==> config.mk <==
export PLATFORM = sky130hd
export DESIGN_NAME = ccr_core
export DESIGN_NICKNAME = d
export VERILOG_FILES = /design/src/design/ccr_pkg.sv /design/src/design/ccr_flag_unit.sv /design/src/design/ccr_core.sv
export SDC_FILE = /design/constraint.sdc
export NUM_CORES = 1
export LEC_CHECK = 0
export BUFFER_PORTS_ARGS = -buffer_cell sky130_fd_sc_hd__buf_2
export CAP_MARGIN = 0
export CORE_ASPECT_RATIO = 0.75
export CORE_MARGIN = 1.5
export CORE_UTILIZATION = 35
export CTS_BUF_LIST = sky130_fd_sc_hd__clkbuf_4
export CTS_CLUSTER_SIZE = 24
export DETAILED_ROUTE_END_ITERATION = 6
export PLACE_DENSITY = 0.63
export SLEW_MARGIN = 15
export SYNTH_ARGS = -nofsm -noshare
export SYNTH_HDL_FRONTEND = slang
export SYNTH_HIERARCHICAL = 1
export SYNTH_SLANG_ARGS = --single-unit
==> constraint.sdc <==
create_clock -name pclk -period 6.8 [get_ports pclk]
set_input_delay 1.36 -clock pclk [delete_from_list [all_inputs] [get_ports pclk]]
set_output_delay 1.36 -clock pclk [all_outputs]
set_load 0.03 [all_outputs]
==> src/design/ccr_pkg.sv <==
/*
 condition code register block: shared constants, field positions, operation codes and carrier structs.
 assumes a 16-bit execution datapath, a 36-bit multiply accumulator and a 32-bit apb register bus.
*/
package ccr_pkg;
   // register byte offsets on the apb slave
   localparam logic [7:0] CCR_OFF_CCR = 8'h00;
   localparam logic [7:0] CCR_OFF_STAT = 8'h04;
   localparam logic [7:0] CCR_OFF_MASK = 8'h08;
   localparam logic [7:0] CCR_OFF_AM = 8'h0c;
   // condition code register field positions
   localparam int CCR_B_STOPSEL = 15;
   localparam int CCR_B_MV = 14;
   localparam int CCR_B_H = 13;
   localparam int CCR_B_EV = 12;
   localparam int CCR_B_N = 11;
   localparam int CCR_B_Z = 10;
   localparam int CCR_B_V = 9;
   localparam int CCR_B_C = 8;
   localparam int CCR_B_IP = 5;
   localparam int CCR_B_SM = 4;
   localparam int CCR_B_PK = 0;
   // status / mask bit positions
   localparam int CCR_S_MV = 0;
   localparam int CCR_S_EV = 1;
   localparam int CCR_S_STOP = 2;
   localparam int CCR_S_IRQ = 3;
   localparam int CCR_NSTAT = 4;
   // reset values
   localparam logic [15:0] CCR_RST_CCR = 16'h0000;
   localparam logic [3:0] CCR_RST_MASK = 4'h0;
   localparam logic [35:0] CCR_RST_AM = 36'h0_0000_0000;
   // saturation limits and rounding constant for accumulator reads
   localparam logic [31:0] CCR_SAT_POS = 32'h7fff_ffff;
   localparam logic [31:0] CCR_SAT_NEG = 32'h8000_0000;
   localparam logic [31:0] CCR_RND_ADD = 32'h0000_8000;
   localparam logic [31:0] CCR_RND_MSK = 32'hffff_0000;

   typedef enum logic [2:0] {
      FU_ADD = 3'b000,
      FU_SUB = 3'b001,
      FU_AND = 3'b010,
      FU_OR = 3'b011,
      FU_READ = 3'b100,
      FU_SHL = 3'b101,
      FU_SHR = 3'b110
   } ccr_fu_op_t;

   typedef enum logic [1:0] {
      CO_WRITE = 2'b00,
      CO_AND = 2'b01,
      CO_OR = 2'b10
   } ccr_op_kind_t;

   // one datapath operation whose flags land in the register
   typedef struct packed {
      logic valid;
      ccr_fu_op_t op;
      logic byte_mode;
      logic [15:0] a;
      logic [15:0] b;
   } ccr_fu_req_t;

   // dedicated register-modifying instruction
   typedef struct packed {
      logic valid;
      ccr_op_kind_t kind;
      logic [15:0] data;
   } ccr_op_t;

   // multiply-accumulate step
   typedef struct packed {
      logic valid;
      logic clear;
      logic [35:0] addend;
   } ccr_mac_req_t;
endpackage : ccr_pkg

==> src/design/ccr_flag_unit.sv <==
/*
 combinational flag unit: computes result, negative, zero, overflow, carry and half carry of one operation.
 assumes the caller samples the outputs in the same cycle as the request.
*/
`timescale 1ns/1ps
`default_nettype none
module ccr_flag_unit (
   // request
   input wire ccr_pkg::ccr_fu_req_t req,
   input wire logic carry_in,
   // result and flags
   output logic [15:0] result,
   output logic n,
   output logic z,
   output logic v,
   output logic c,
   output logic h
);
   import ccr_pkg::*;

   // sign bit of an operand at the selected width
   function automatic logic msb_of(input logic [15:0] x, input logic bm);
      msb_of = bm ? x[7] : x[15];
   endfunction : msb_of

   logic [15:0] a16;
   logic [15:0] b16;
   logic [16:0] r17;
   logic [4:0] nib;

   assign a16 = req.byte_mode ? {8'h00, req.a[7:0]} : req.a;
   assign b16 = req.byte_mode ? {8'h00, req.b[7:0]} : req.b;
   assign nib = {1'b0, a16[3:0]} + {1'b0, b16[3:0]};

   // operation and carry; zero extension puts the carry or borrow in bit 8 or 16
   always_comb begin
      r17 = 17'h0_0000;
      c = carry_in;
      h = 1'b0;
      v = 1'b0;
      case (req.op)
         FU_ADD: begin
            r17 = {1'b0, a16} + {1'b0, b16};
            c = req.byte_mode ? r17[8] : r17[16];
            h = nib[4];
            v = (msb_of(a16, req.byte_mode) == msb_of(b16, req.byte_mode)) &&
                (msb_of(r17[15:0], req.byte_mode) != msb_of(a16, req.byte_mode));
         end
         FU_SUB: begin
            r17 = {1'b0, a16} - {1'b0, b16};
            c = req.byte_mode ? r17[8] : r17[16];
            v = (msb_of(a16, req.byte_mode) != msb_of(b16, req.byte_mode)) &&
                (msb_of(r17[15:0], req.byte_mode) != msb_of(a16, req.byte_mode));
         end
         FU_AND: r17 = {1'b0, a16 & b16};
         FU_OR: r17 = {1'b0, a16 | b16};
         FU_READ: r17 = {1'b0, a16};
         FU_SHL: begin
            r17 = {1'b0, a16[14:0], carry_in};
            c = msb_of(a16, req.byte_mode);
         end
         FU_SHR: begin
            r17 = req.byte_mode ? {9'h000, carry_in, a16[7:1]} : {1'b0, carry_in, a16[15:1]};
            c = a16[0];
         end
         default: r17 = 17'h0_0000;
      endcase
   end

   assign result = req.byte_mode ? {8'h00, r17[7:0]} : r17[15:0];
   assign n = msb_of(result, req.byte_mode);
   assign z = req.byte_mode ? (result[7:0] == 8'h00) : (result == 16'h0000);
endmodule : ccr_flag_unit
`default_nettype wire

==> src/design/ccr_core.sv <==
/*
 condition code register core: flags, stop select, saturation, interrupt mask level, pc page, accumulator.
 assumes an apb master on pclk and an execution unit that presents one request per cycle.
*/
// Our own choices: the address map and the APB interface to the registers.
`timescale 1ns/1ps
`default_nettype none
module ccr_core (
   // clock and reset
   input wire logic pclk,
   input wire logic presetn,
   // apb slave
   input wire logic psel,
   input wire logic penable,
   input wire logic pwrite,
   input wire logic [7:0] paddr,
   input wire logic [31:0] pwdata,
   output logic [31:0] prdata,
   output logic pready,
   output logic pslverr,
   // execution datapath
   input wire ccr_pkg::ccr_fu_req_t fu_req,
   input wire ccr_pkg::ccr_op_t ccr_op,
   input wire ccr_pkg::ccr_mac_req_t mac_req,
   input wire logic am_rd,
   input wire logic am_rd_round,
   input wire logic low_power_stop_instruction_exec,
   input wire logic [2:0] irq_level,
   input wire logic [15:0] pc,
   // results
   output logic [15:0] ccr_value,
   output logic [15:0] fu_result,
   output logic [31:0] am_rd_data,
   output logic [19:0] fetch_addr,
   output logic clk_stop,
   output logic stop_nop,
   output logic irq_accept,
   output logic irq
);
   import ccr_pkg::*;

   logic [15:0] ccr_q;
   logic [15:0] ccr_d;
   logic [35:0] am_q;
   logic sign_pre_q;
   logic [CCR_NSTAT-1:0] stat_q;
   logic [CCR_NSTAT-1:0] mask_q;
   logic [31:0] prdata_q;
   logic pready_q;
   logic pslverr_q;
   logic [15:0] fu_result_q;
   logic [31:0] am_rd_data_q;
   logic [19:0] fetch_addr_q;
   logic clk_stop_q;
   logic stop_nop_q;
   logic irq_accept_q;
   logic irq_q;
   logic [15:0] fu_res;
   logic fu_n, fu_z, fu_v, fu_c, fu_h;
   logic [36:0] mac_sum;
   logic mac_mv, mac_ev;
   logic irq_ok;
   logic setup, wr_done, rd_done, addr_ok;
   logic [31:0] am_view;
   logic [CCR_NSTAT-1:0] stat_set;

   ccr_flag_unit u_flag (
      .req(fu_req),
      .carry_in(ccr_q[CCR_B_C]),
      .result(fu_res),
      .n(fu_n),
      .z(fu_z),
      .v(fu_v),
      .c(fu_c),
      .h(fu_h)
   );

   // apb phase decode; every transfer answers on its second cycle
   assign setup = psel & ~penable;
   assign wr_done = psel & penable & pready_q & pwrite;
   assign rd_done = psel & penable & pready_q & ~pwrite;
   assign addr_ok = (paddr == CCR_OFF_CCR) || (paddr == CCR_OFF_STAT) ||
                    (paddr == CCR_OFF_MASK) || (paddr == CCR_OFF_AM);

   // accumulate step: sum one bit wider to see the 36-bit signed overflow
   assign mac_sum = {am_q[35], am_q} + {mac_req.addend[35], mac_req.addend};
   assign mac_mv = mac_req.valid & ~mac_req.clear & (mac_sum[36] != mac_sum[35]);
   assign mac_ev = mac_req.valid & ~mac_req.clear &
                   ~((&mac_sum[35:31]) | ~(|mac_sum[35:31]));

   // request passes only at or above the mask level; level 0 means no request
   assign irq_ok = (irq_level != 3'b000) && (irq_level >= ccr_q[CCR_B_IP +: 3]);

   // saturated, rounded or plain view of the accumulator for transfer reads and bus reads
   always_comb begin
      if (ccr_q[CCR_B_SM] && (ccr_q[CCR_B_MV] || ccr_q[CCR_B_EV])) begin
         am_view = sign_pre_q ? CCR_SAT_NEG : CCR_SAT_POS;
      end else if (am_rd_round) begin
         am_view = (am_q[31:0] + CCR_RND_ADD) & CCR_RND_MSK;
      end else begin
         am_view = am_q[31:0];
      end
   end

   // next register value: bus write, then instruction, then datapath flags win
   always_comb begin
      ccr_d = ccr_q;
      if (wr_done && paddr == CCR_OFF_CCR) begin
         ccr_d = pwdata[15:0];
      end
      if (ccr_op.valid) begin
         case (ccr_op.kind)
            CO_WRITE: ccr_d = ccr_op.data;
            CO_AND: ccr_d = ccr_d & ccr_op.data;
            CO_OR: ccr_d = ccr_d | ccr_op.data;
            default: ccr_d = ccr_d;
         endcase
      end
      if (fu_req.valid) begin
         ccr_d[CCR_B_N] = fu_n;
         ccr_d[CCR_B_Z] = fu_z;
         ccr_d[CCR_B_V] = fu_v;
         if (fu_req.op == FU_ADD || fu_req.op == FU_SUB || fu_req.op == FU_SHL || fu_req.op == FU_SHR) begin
            ccr_d[CCR_B_C] = fu_c;
         end
         if (fu_req.op == FU_ADD) begin
            ccr_d[CCR_B_H] = fu_h;
         end
      end
      // overflow events are sticky until software or an instruction clears them
      if (mac_mv) begin
         ccr_d[CCR_B_MV] = 1'b1;
      end
      if (mac_ev) begin
         ccr_d[CCR_B_EV] = 1'b1;
      end
   end

   // condition code register
   always_ff @(posedge pclk or negedge presetn) begin
      if (!presetn) begin
         ccr_q <= CCR_RST_CCR;
      end else begin
         ccr_q <= ccr_d;
      end
   end

   // accumulator and the sign it had before the first overflow
   always_ff @(posedge pclk or negedge presetn) begin
      if (!presetn) begin
         am_q <= CCR_RST_AM;
         sign_pre_q <= 1'b0;
      end else if (mac_req.valid) begin
         am_q <= mac_req.clear ? CCR_RST_AM : mac_sum[35:0];
         if (!(ccr_q[CCR_B_MV] || ccr_q[CCR_B_EV]) && (mac_mv || mac_ev)) begin
            sign_pre_q <= am_q[35];
         end
      end
   end

   // datapath result, accumulator read and fetch address
   always_ff @(posedge pclk or negedge presetn) begin
      if (!presetn) begin
         fu_result_q <= 16'h0000;
         am_rd_data_q <= 32'h0000_0000;
         fetch_addr_q <= 20'h0_0000;
      end else begin
         if (fu_req.valid) begin
            fu_result_q <= fu_res;
         end
         if (am_rd) begin
            am_rd_data_q <= am_view;
         end
         fetch_addr_q <= {ccr_q[CCR_B_PK +: 4], pc};
      end
   end

   // low-power stop and interrupt acceptance; an accepted request wakes the clocks
   always_ff @(posedge pclk or negedge presetn) begin
      if (!presetn) begin
         clk_stop_q <= 1'b0;
         stop_nop_q <= 1'b0;
         irq_accept_q <= 1'b0;
      end else begin
         stop_nop_q <= low_power_stop_instruction_exec & ccr_q[CCR_B_STOPSEL];
         irq_accept_q <= irq_ok;
         if (low_power_stop_instruction_exec && !ccr_q[CCR_B_STOPSEL]) begin
            clk_stop_q <= 1'b1;
         end else if (irq_ok) begin
            clk_stop_q <= 1'b0;
         end
      end
   end

   // sticky status, cleared by a read; only the bits in the setup snapshot clear,
   // so an event after the snapshot or in the clearing cycle is not lost
   assign stat_set = {irq_ok, low_power_stop_instruction_exec & ~ccr_q[CCR_B_STOPSEL], mac_ev, mac_mv};
   always_ff @(posedge pclk or negedge presetn) begin
      if (!presetn) begin
         stat_q <= '0;
      end else if (rd_done && paddr == CCR_OFF_STAT) begin
         stat_q <= (stat_q & ~prdata_q[CCR_NSTAT-1:0]) | stat_set;
      end else begin
         stat_q <= stat_q | stat_set;
      end
   end

   // interrupt mask and level output
   always_ff @(posedge pclk or negedge presetn) begin
      if (!presetn) begin
         mask_q <= CCR_RST_MASK;
         irq_q <= 1'b0;
      end else begin
         if (wr_done && paddr == CCR_OFF_MASK) begin
            mask_q <= pwdata[CCR_NSTAT-1:0];
         end
         irq_q <= |(stat_q & mask_q);
      end
   end

   // apb answer: data captured in the setup cycle, ready in the access cycle
   always_ff @(posedge pclk or negedge presetn) begin
      if (!presetn) begin
         prdata_q <= 32'h0000_0000;
         pready_q <= 1'b0;
         pslverr_q <= 1'b0;
      end else begin
         pready_q <= setup;
         pslverr_q <= setup & ~addr_ok;
         if (setup && !pwrite) begin
            case (paddr)
               CCR_OFF_CCR: prdata_q <= {16'h0000, ccr_q};
               CCR_OFF_STAT: prdata_q <= {28'h000_0000, stat_q};
               CCR_OFF_MASK: prdata_q <= {28'h000_0000, mask_q};
               CCR_OFF_AM: prdata_q <= am_view;
               default: prdata_q <= 32'h0000_0000;
            endcase
         end
      end
   end

   assign prdata = prdata_q;
   assign pready = pready_q;
   assign pslverr = pslverr_q;
   assign ccr_value = ccr_q;
   assign fu_result = fu_result_q;
   assign am_rd_data = am_rd_data_q;
   assign fetch_addr = fetch_addr_q;
   assign clk_stop = clk_stop_q;
   assign stop_nop = stop_nop_q;
   assign irq_accept = irq_accept_q;
   assign irq = irq_q;

   // checks
   property p_stop_halt;
      @(posedge pclk) disable iff (!presetn)
      low_power_stop_instruction_exec && !ccr_q[CCR_B_STOPSEL] |=> clk_stop_q && !stop_nop_q;
   endproperty
   a_stop_halt: assert property (p_stop_halt) else $error("stop did not halt clocks");

   property p_stop_nop;
      @(posedge pclk) disable iff (!presetn)
      low_power_stop_instruction_exec && ccr_q[CCR_B_STOPSEL] && !clk_stop_q && !irq_ok |=> stop_nop_q && !clk_stop_q;
   endproperty
   a_stop_nop: assert property (p_stop_nop) else $error("stop select 1 did not give nop");

   property p_mv_set;
      @(posedge pclk) disable iff (!presetn)
      mac_req.valid && !mac_req.clear && (mac_sum[36] != mac_sum[35]) |=> ccr_q[CCR_B_MV];
   endproperty
   a_mv_set: assert property (p_mv_set) else $error("mac overflow flag not set");

   property p_h_set;
      @(posedge pclk) disable iff (!presetn)
      fu_req.valid && fu_req.op == FU_ADD && (fu_req.a[3:0] + fu_req.b[3:0] > 5'd15) |=> ccr_q[CCR_B_H];
   endproperty
   a_h_set: assert property (p_h_set) else $error("half carry not set");

   property p_ev_set;
      @(posedge pclk) disable iff (!presetn)
      mac_req.valid && !mac_req.clear && (mac_sum[35:31] != 5'h00) && (mac_sum[35:31] != 5'h1f)
      |=> ccr_q[CCR_B_EV];
   endproperty
   a_ev_set: assert property (p_ev_set) else $error("extension overflow flag not set");

   property p_nz;
      @(posedge pclk) disable iff (!presetn)
      fu_req.valid && fu_req.op == FU_READ && !fu_req.byte_mode
      |=> ccr_q[CCR_B_N] == $past(fu_req.a[15]) && ccr_q[CCR_B_Z] == ($past(fu_req.a) == 16'h0000);
   endproperty
   a_nz: assert property (p_nz) else $error("negative or zero flag wrong on read");

   property p_v_add;
      @(posedge pclk) disable iff (!presetn)
      fu_req.valid && fu_req.op == FU_ADD && !fu_req.byte_mode && fu_req.a == 16'h7fff && fu_req.b == 16'h0001
      |=> ccr_q[CCR_B_V] && ccr_q[CCR_B_N] && !ccr_q[CCR_B_C];
   endproperty
   a_v_add: assert property (p_v_add) else $error("signed overflow flag wrong");

   property p_c_sub;
      @(posedge pclk) disable iff (!presetn)
      fu_req.valid && fu_req.op == FU_SUB && !fu_req.byte_mode && fu_req.a < fu_req.b |=> ccr_q[CCR_B_C];
   endproperty
   a_c_sub: assert property (p_c_sub) else $error("borrow not in carry");

   property p_irq_mask;
      @(posedge pclk) disable iff (!presetn)
      irq_level < ccr_q[CCR_B_IP +: 3] |=> !irq_accept_q;
   endproperty
   a_irq_mask: assert property (p_irq_mask) else $error("low priority request accepted");

   property p_sat;
      @(posedge pclk) disable iff (!presetn)
      am_rd && ccr_q[CCR_B_SM] && (ccr_q[CCR_B_MV] || ccr_q[CCR_B_EV])
      |=> am_rd_data_q == CCR_SAT_POS || am_rd_data_q == CCR_SAT_NEG;
   endproperty
   a_sat: assert property (p_sat) else $error("saturated read not clamped");

   property p_page;
      @(posedge pclk) disable iff (!presetn)
      1'b1 |=> fetch_addr_q == {$past(ccr_q[3:0]), $past(pc)};
   endproperty
   a_page: assert property (p_page) else $error("fetch address page wrong");

   property p_hold;
      @(posedge pclk) disable iff (!presetn)
      !fu_req.valid && !ccr_op.valid && !mac_req.valid && !wr_done |=> $stable(ccr_q);
   endproperty
   a_hold: assert property (p_hold) else $error("register changed with no update");

   c_stop: cover property (@(posedge pclk) disable iff (!presetn) clk_stop_q ##1 !clk_stop_q);
   c_sat: cover property (@(posedge pclk) disable iff (!presetn) am_rd && ccr_q[CCR_B_SM] && ccr_q[CCR_B_EV]);
   c_irq: cover property (@(posedge pclk) disable iff (!presetn) irq_q);
endmodule : ccr_core
`default_nettype wire

==> results.ini <==
[outcome]
status=finished with violations
violations=design-rule violations

[setup_path]
reg2regPathDepth=13
reg2reg_from=am_q[0]
crit_family=simple AND/OR/NAND/NOR gates
worstSetupStartpointType=input pin
critPathMaxStageDelay_ns=0.58
endpoint_kind=flip-flop
path_buf_inv=3
path_max_fanout=21
slowest_stage=ha_1
reg2reg_to=sign_pre_q
worstPathRequired_ns=7.36
crit_chain=buf_2, inv_1, nand2_1, ha_1, inv_1, nor4_1, o211ai_1, a31oi_1, mux2_2, nor2_1, o211ai_1, nor4_2, nand2_1, o21ai_0
critPathKind=input pin to flip-flop
arrival_ns=5.20
reg2reg_slack_ns=2.97

[final_layout]
finalInstanceArea_sq_mm=0.0149
nFillCells=3711
drive_gt1_share_pct=22.0
multi_input_area_sq_mm=0.00795
final_cell_mix=buf_2 (265), dfrtp_1 (167), nor2_1 (126)
seqCellArea_sq_mm=0.00418
finalNetCount=1980
final_common_cell=buf_2
area_delta_synth_final_pct=15.8

[sta]
setup_ws_ns=2.16
max_freq_ghz=0.215
hold_violations=0
worst_pin_slew_ns=1.16
timing.final.crit_period_ns=4.64
slew_viol_final=0
rsz0062_at_grt=false
timing.final.crit_share_pct=68.3
finalSetupTns_ns=0
skew_ns=0.0275
setup_viol_count_final=0
relSlewSlack_pct=20.9

[clock_network]
cts_max_path_buffers=2
cts_hold_buf=0
clkTransAtPathRegs_ns=0.19
cts_tree=yes
root_buffer=clkbuf_4
htreeDepth=4
insertion_delay_ns=0.63
clkSinkCount=167
cts_resized=0
cts_setup_buffers=0
cts-buffers-inserted=17

[logic_synthesis]
synthesis.area_sq_mm=0.0129
dominantRegCellSynth=dfrtp_1
ys_types=99
ys_ff_latch=167
syn_area_per_cell_sq_um=8.58
synth-async-reset-ratio_pct=100
syn-num-nets=1762
synth_edf_count=0
yosys_warnings=6
syn_inst=1501
ys_seq_area_share_pct=32.5

[floorplan]
start_util_pct=35.7
rows=60
dieArea_sq_mm=0.0380
die_y_um=169
core_area_sq_mm=0.0360
ios=283
dieWidth_um=224

[routing]
drtIter0Drc=1221
drc_errors=1
wl_um=45500
vias_per_cell=5.76
drt-wirelength-per-cell_um=20.7
dr_total_vias=12658
drt_pass1_iterations=7
antenna_left=0

[power]
power_density_mw_per_mm2=300
peakVddDrop_uv=130
leakage_nw=7.13
p_total_mw=4.48

[worst_hold_path]
holdPathStages=0
whs_endpoint=fetch_addr[18]
min_from=ccr_value[2]
hp-class=flip-flop to flip-flop

[job]
maxCapViolations=0

[placed_design]
gp_congestion=0.950
dp_hpwl_um=34900
dpl_cell_area_sq_mm=0.0145
numPortBuffers=266
pre_cts_slack_ns=1.70

[grt]
grt_pass1_wl_um=68700
grt_remaining_overflow=0
grtUsageTotal_pct=23.5
grt_max_degree=83
antenna_found_initial=2
grt_pass1_vias=11566

-- cell type report --
class	instances	area share [%]
Multi-Input combinational cell	1144	53.3
Sequential cell	167	28.0
Timing Repair Buffer	277	9.66
Tap cell	465	3.90
Inverter	112	2.82
Clock inverter	15	1.43
Clock buffer	17	0.856
Antenna cell	1	0.0168
-- per-stage QoR --
step           hold WS [ns]  std cells  util (%)
3_5_place_dp          0.454       2164      40.4
3_3_place_gp          0.452       2164      40.4
2_1_floorplan         0.468       1501         -
6_report              0.482       2198      41.4
5_1_grt               0.472       2198      41.4
4_1_cts               0.480       2196      41.3
-- cells by family (layout without fill, tap and decap cells) --
kind of cell,Yosys count,after routing,share of synthesized area (%)
other,0,1,0
and+or+nand+nor,459,459,17.7
xor gates and xnor gates,52,52,3.54
AOI/OAI and AO/OA,454,454,24.0
muxes,79,79,6.58
buffers and inverters,190,421,5.86
adders and majority gates,100,100,9.89
DFF,167,167,32.5
-- worst register-to-register path, cell delays in order (launching register included) --
cell and delay, ns:
dfrtp_1 0.40, ha_1 0.18, inv_1 0.06, fa_1 0.37, nand2b_1 0.19, a21oi_1 0.29
o21ai_1 0.14, a31oi_1 0.56, a21oi_1 0.17, o21bai_1 0.29, a21o_1 0.17, xor2_1 0.60
a2111oi_4 0.16, mux2i_1 0.15
-- synthesized netlist by cell type (5+ instances only) --
cell	n	area share [%]
nand2_1	122	3.6
o31ai_1	9	0.52
xnor2_1	38	2.6
a22oi_1	6	0.35
o221ai_1	5	0.34
o21bai_1	10	0.58
a21o_1	24	1.4
nand4_1	20	0.97
clkbuf_1	56	1.6
or3_1	12	0.58
a21oi_1	119	4.6
a22o_1	14	0.95
a211oi_1	19	1.1
a32oi_1	6	0.41
o21a_1	5	0.29
and2_1	6	0.29
or4_1	5	0.29
a31oi_1	19	0.92
mux2_2	44	3.8
buf_2	15	0.58
o211ai_1	15	0.87
nor3_1	32	1.2
nand3b_1	7	0.41
mux2i_1	34	2.6
o21ai_0	66	2.6
nor2b_1	33	1.6
nand3_1	26	1.0
ha_1	97	9.4
and3_1	8	0.39
nor4b_1	5	0.34
nor4_1	7	0.34
o22ai_1	43	2.1
xor2_1	14	0.95
nand2b_1	26	1.3
nor3b_1	5	0.29
a221oi_1	10	0.68
dfrtp_1	167	32
nor2_1	126	3.7
o21ai_1	14	0.54
inv_1	110	3.2
-- registers in the layout, indices dropped and copies added, names as in the netlist --
name        flops
stop_nop        1
pready          1
irq             1
am_q           36
ccr_value      16
sign_pre_q      1
fetch_addr     20
fu_result      16
am_rd_data     32
clk_stop        1
pslverr         1
irq_accept      1
prdata         32
mask_q          4
stat_q          4
-- routing by layer --
layer	wire [um]	part of all wire, %	track usage [%]	up-vias
met5	0	0	0	-
met3	3480	7.7	4.83	56
met4	1210	2.7	7.35	0
met1	22200	49	36.2	6166
li1	-	-	-	5880
met2	18500	41	32.1	556
-- worst max-delay path by stage --
stage,start,to,slack [ns],cells after the start
2_1_floorplan,fu_req[32],ccr_value[10],2.39,16
3_3_place_gp,fu_req[32],ccr_value[10],1.66,14
3_5_place_dp,fu_req[32],ccr_value[10],1.70,14
4_1_cts,fu_req[32],ccr_value[10],2.39,14
5_1_grt,fu_req[32],ccr_value[10],2.09,14
6_report,fu_req[32],ccr_value[10],2.16,14
-- where the power goes --
group          total, mW  internal [mW]  switching, mW
Combinational       2.39          0.850           1.54
Clock              0.668          0.190          0.478
Sequential          1.42           1.21          0.204
Note: power is estimated with default switching activity, not from simulation.
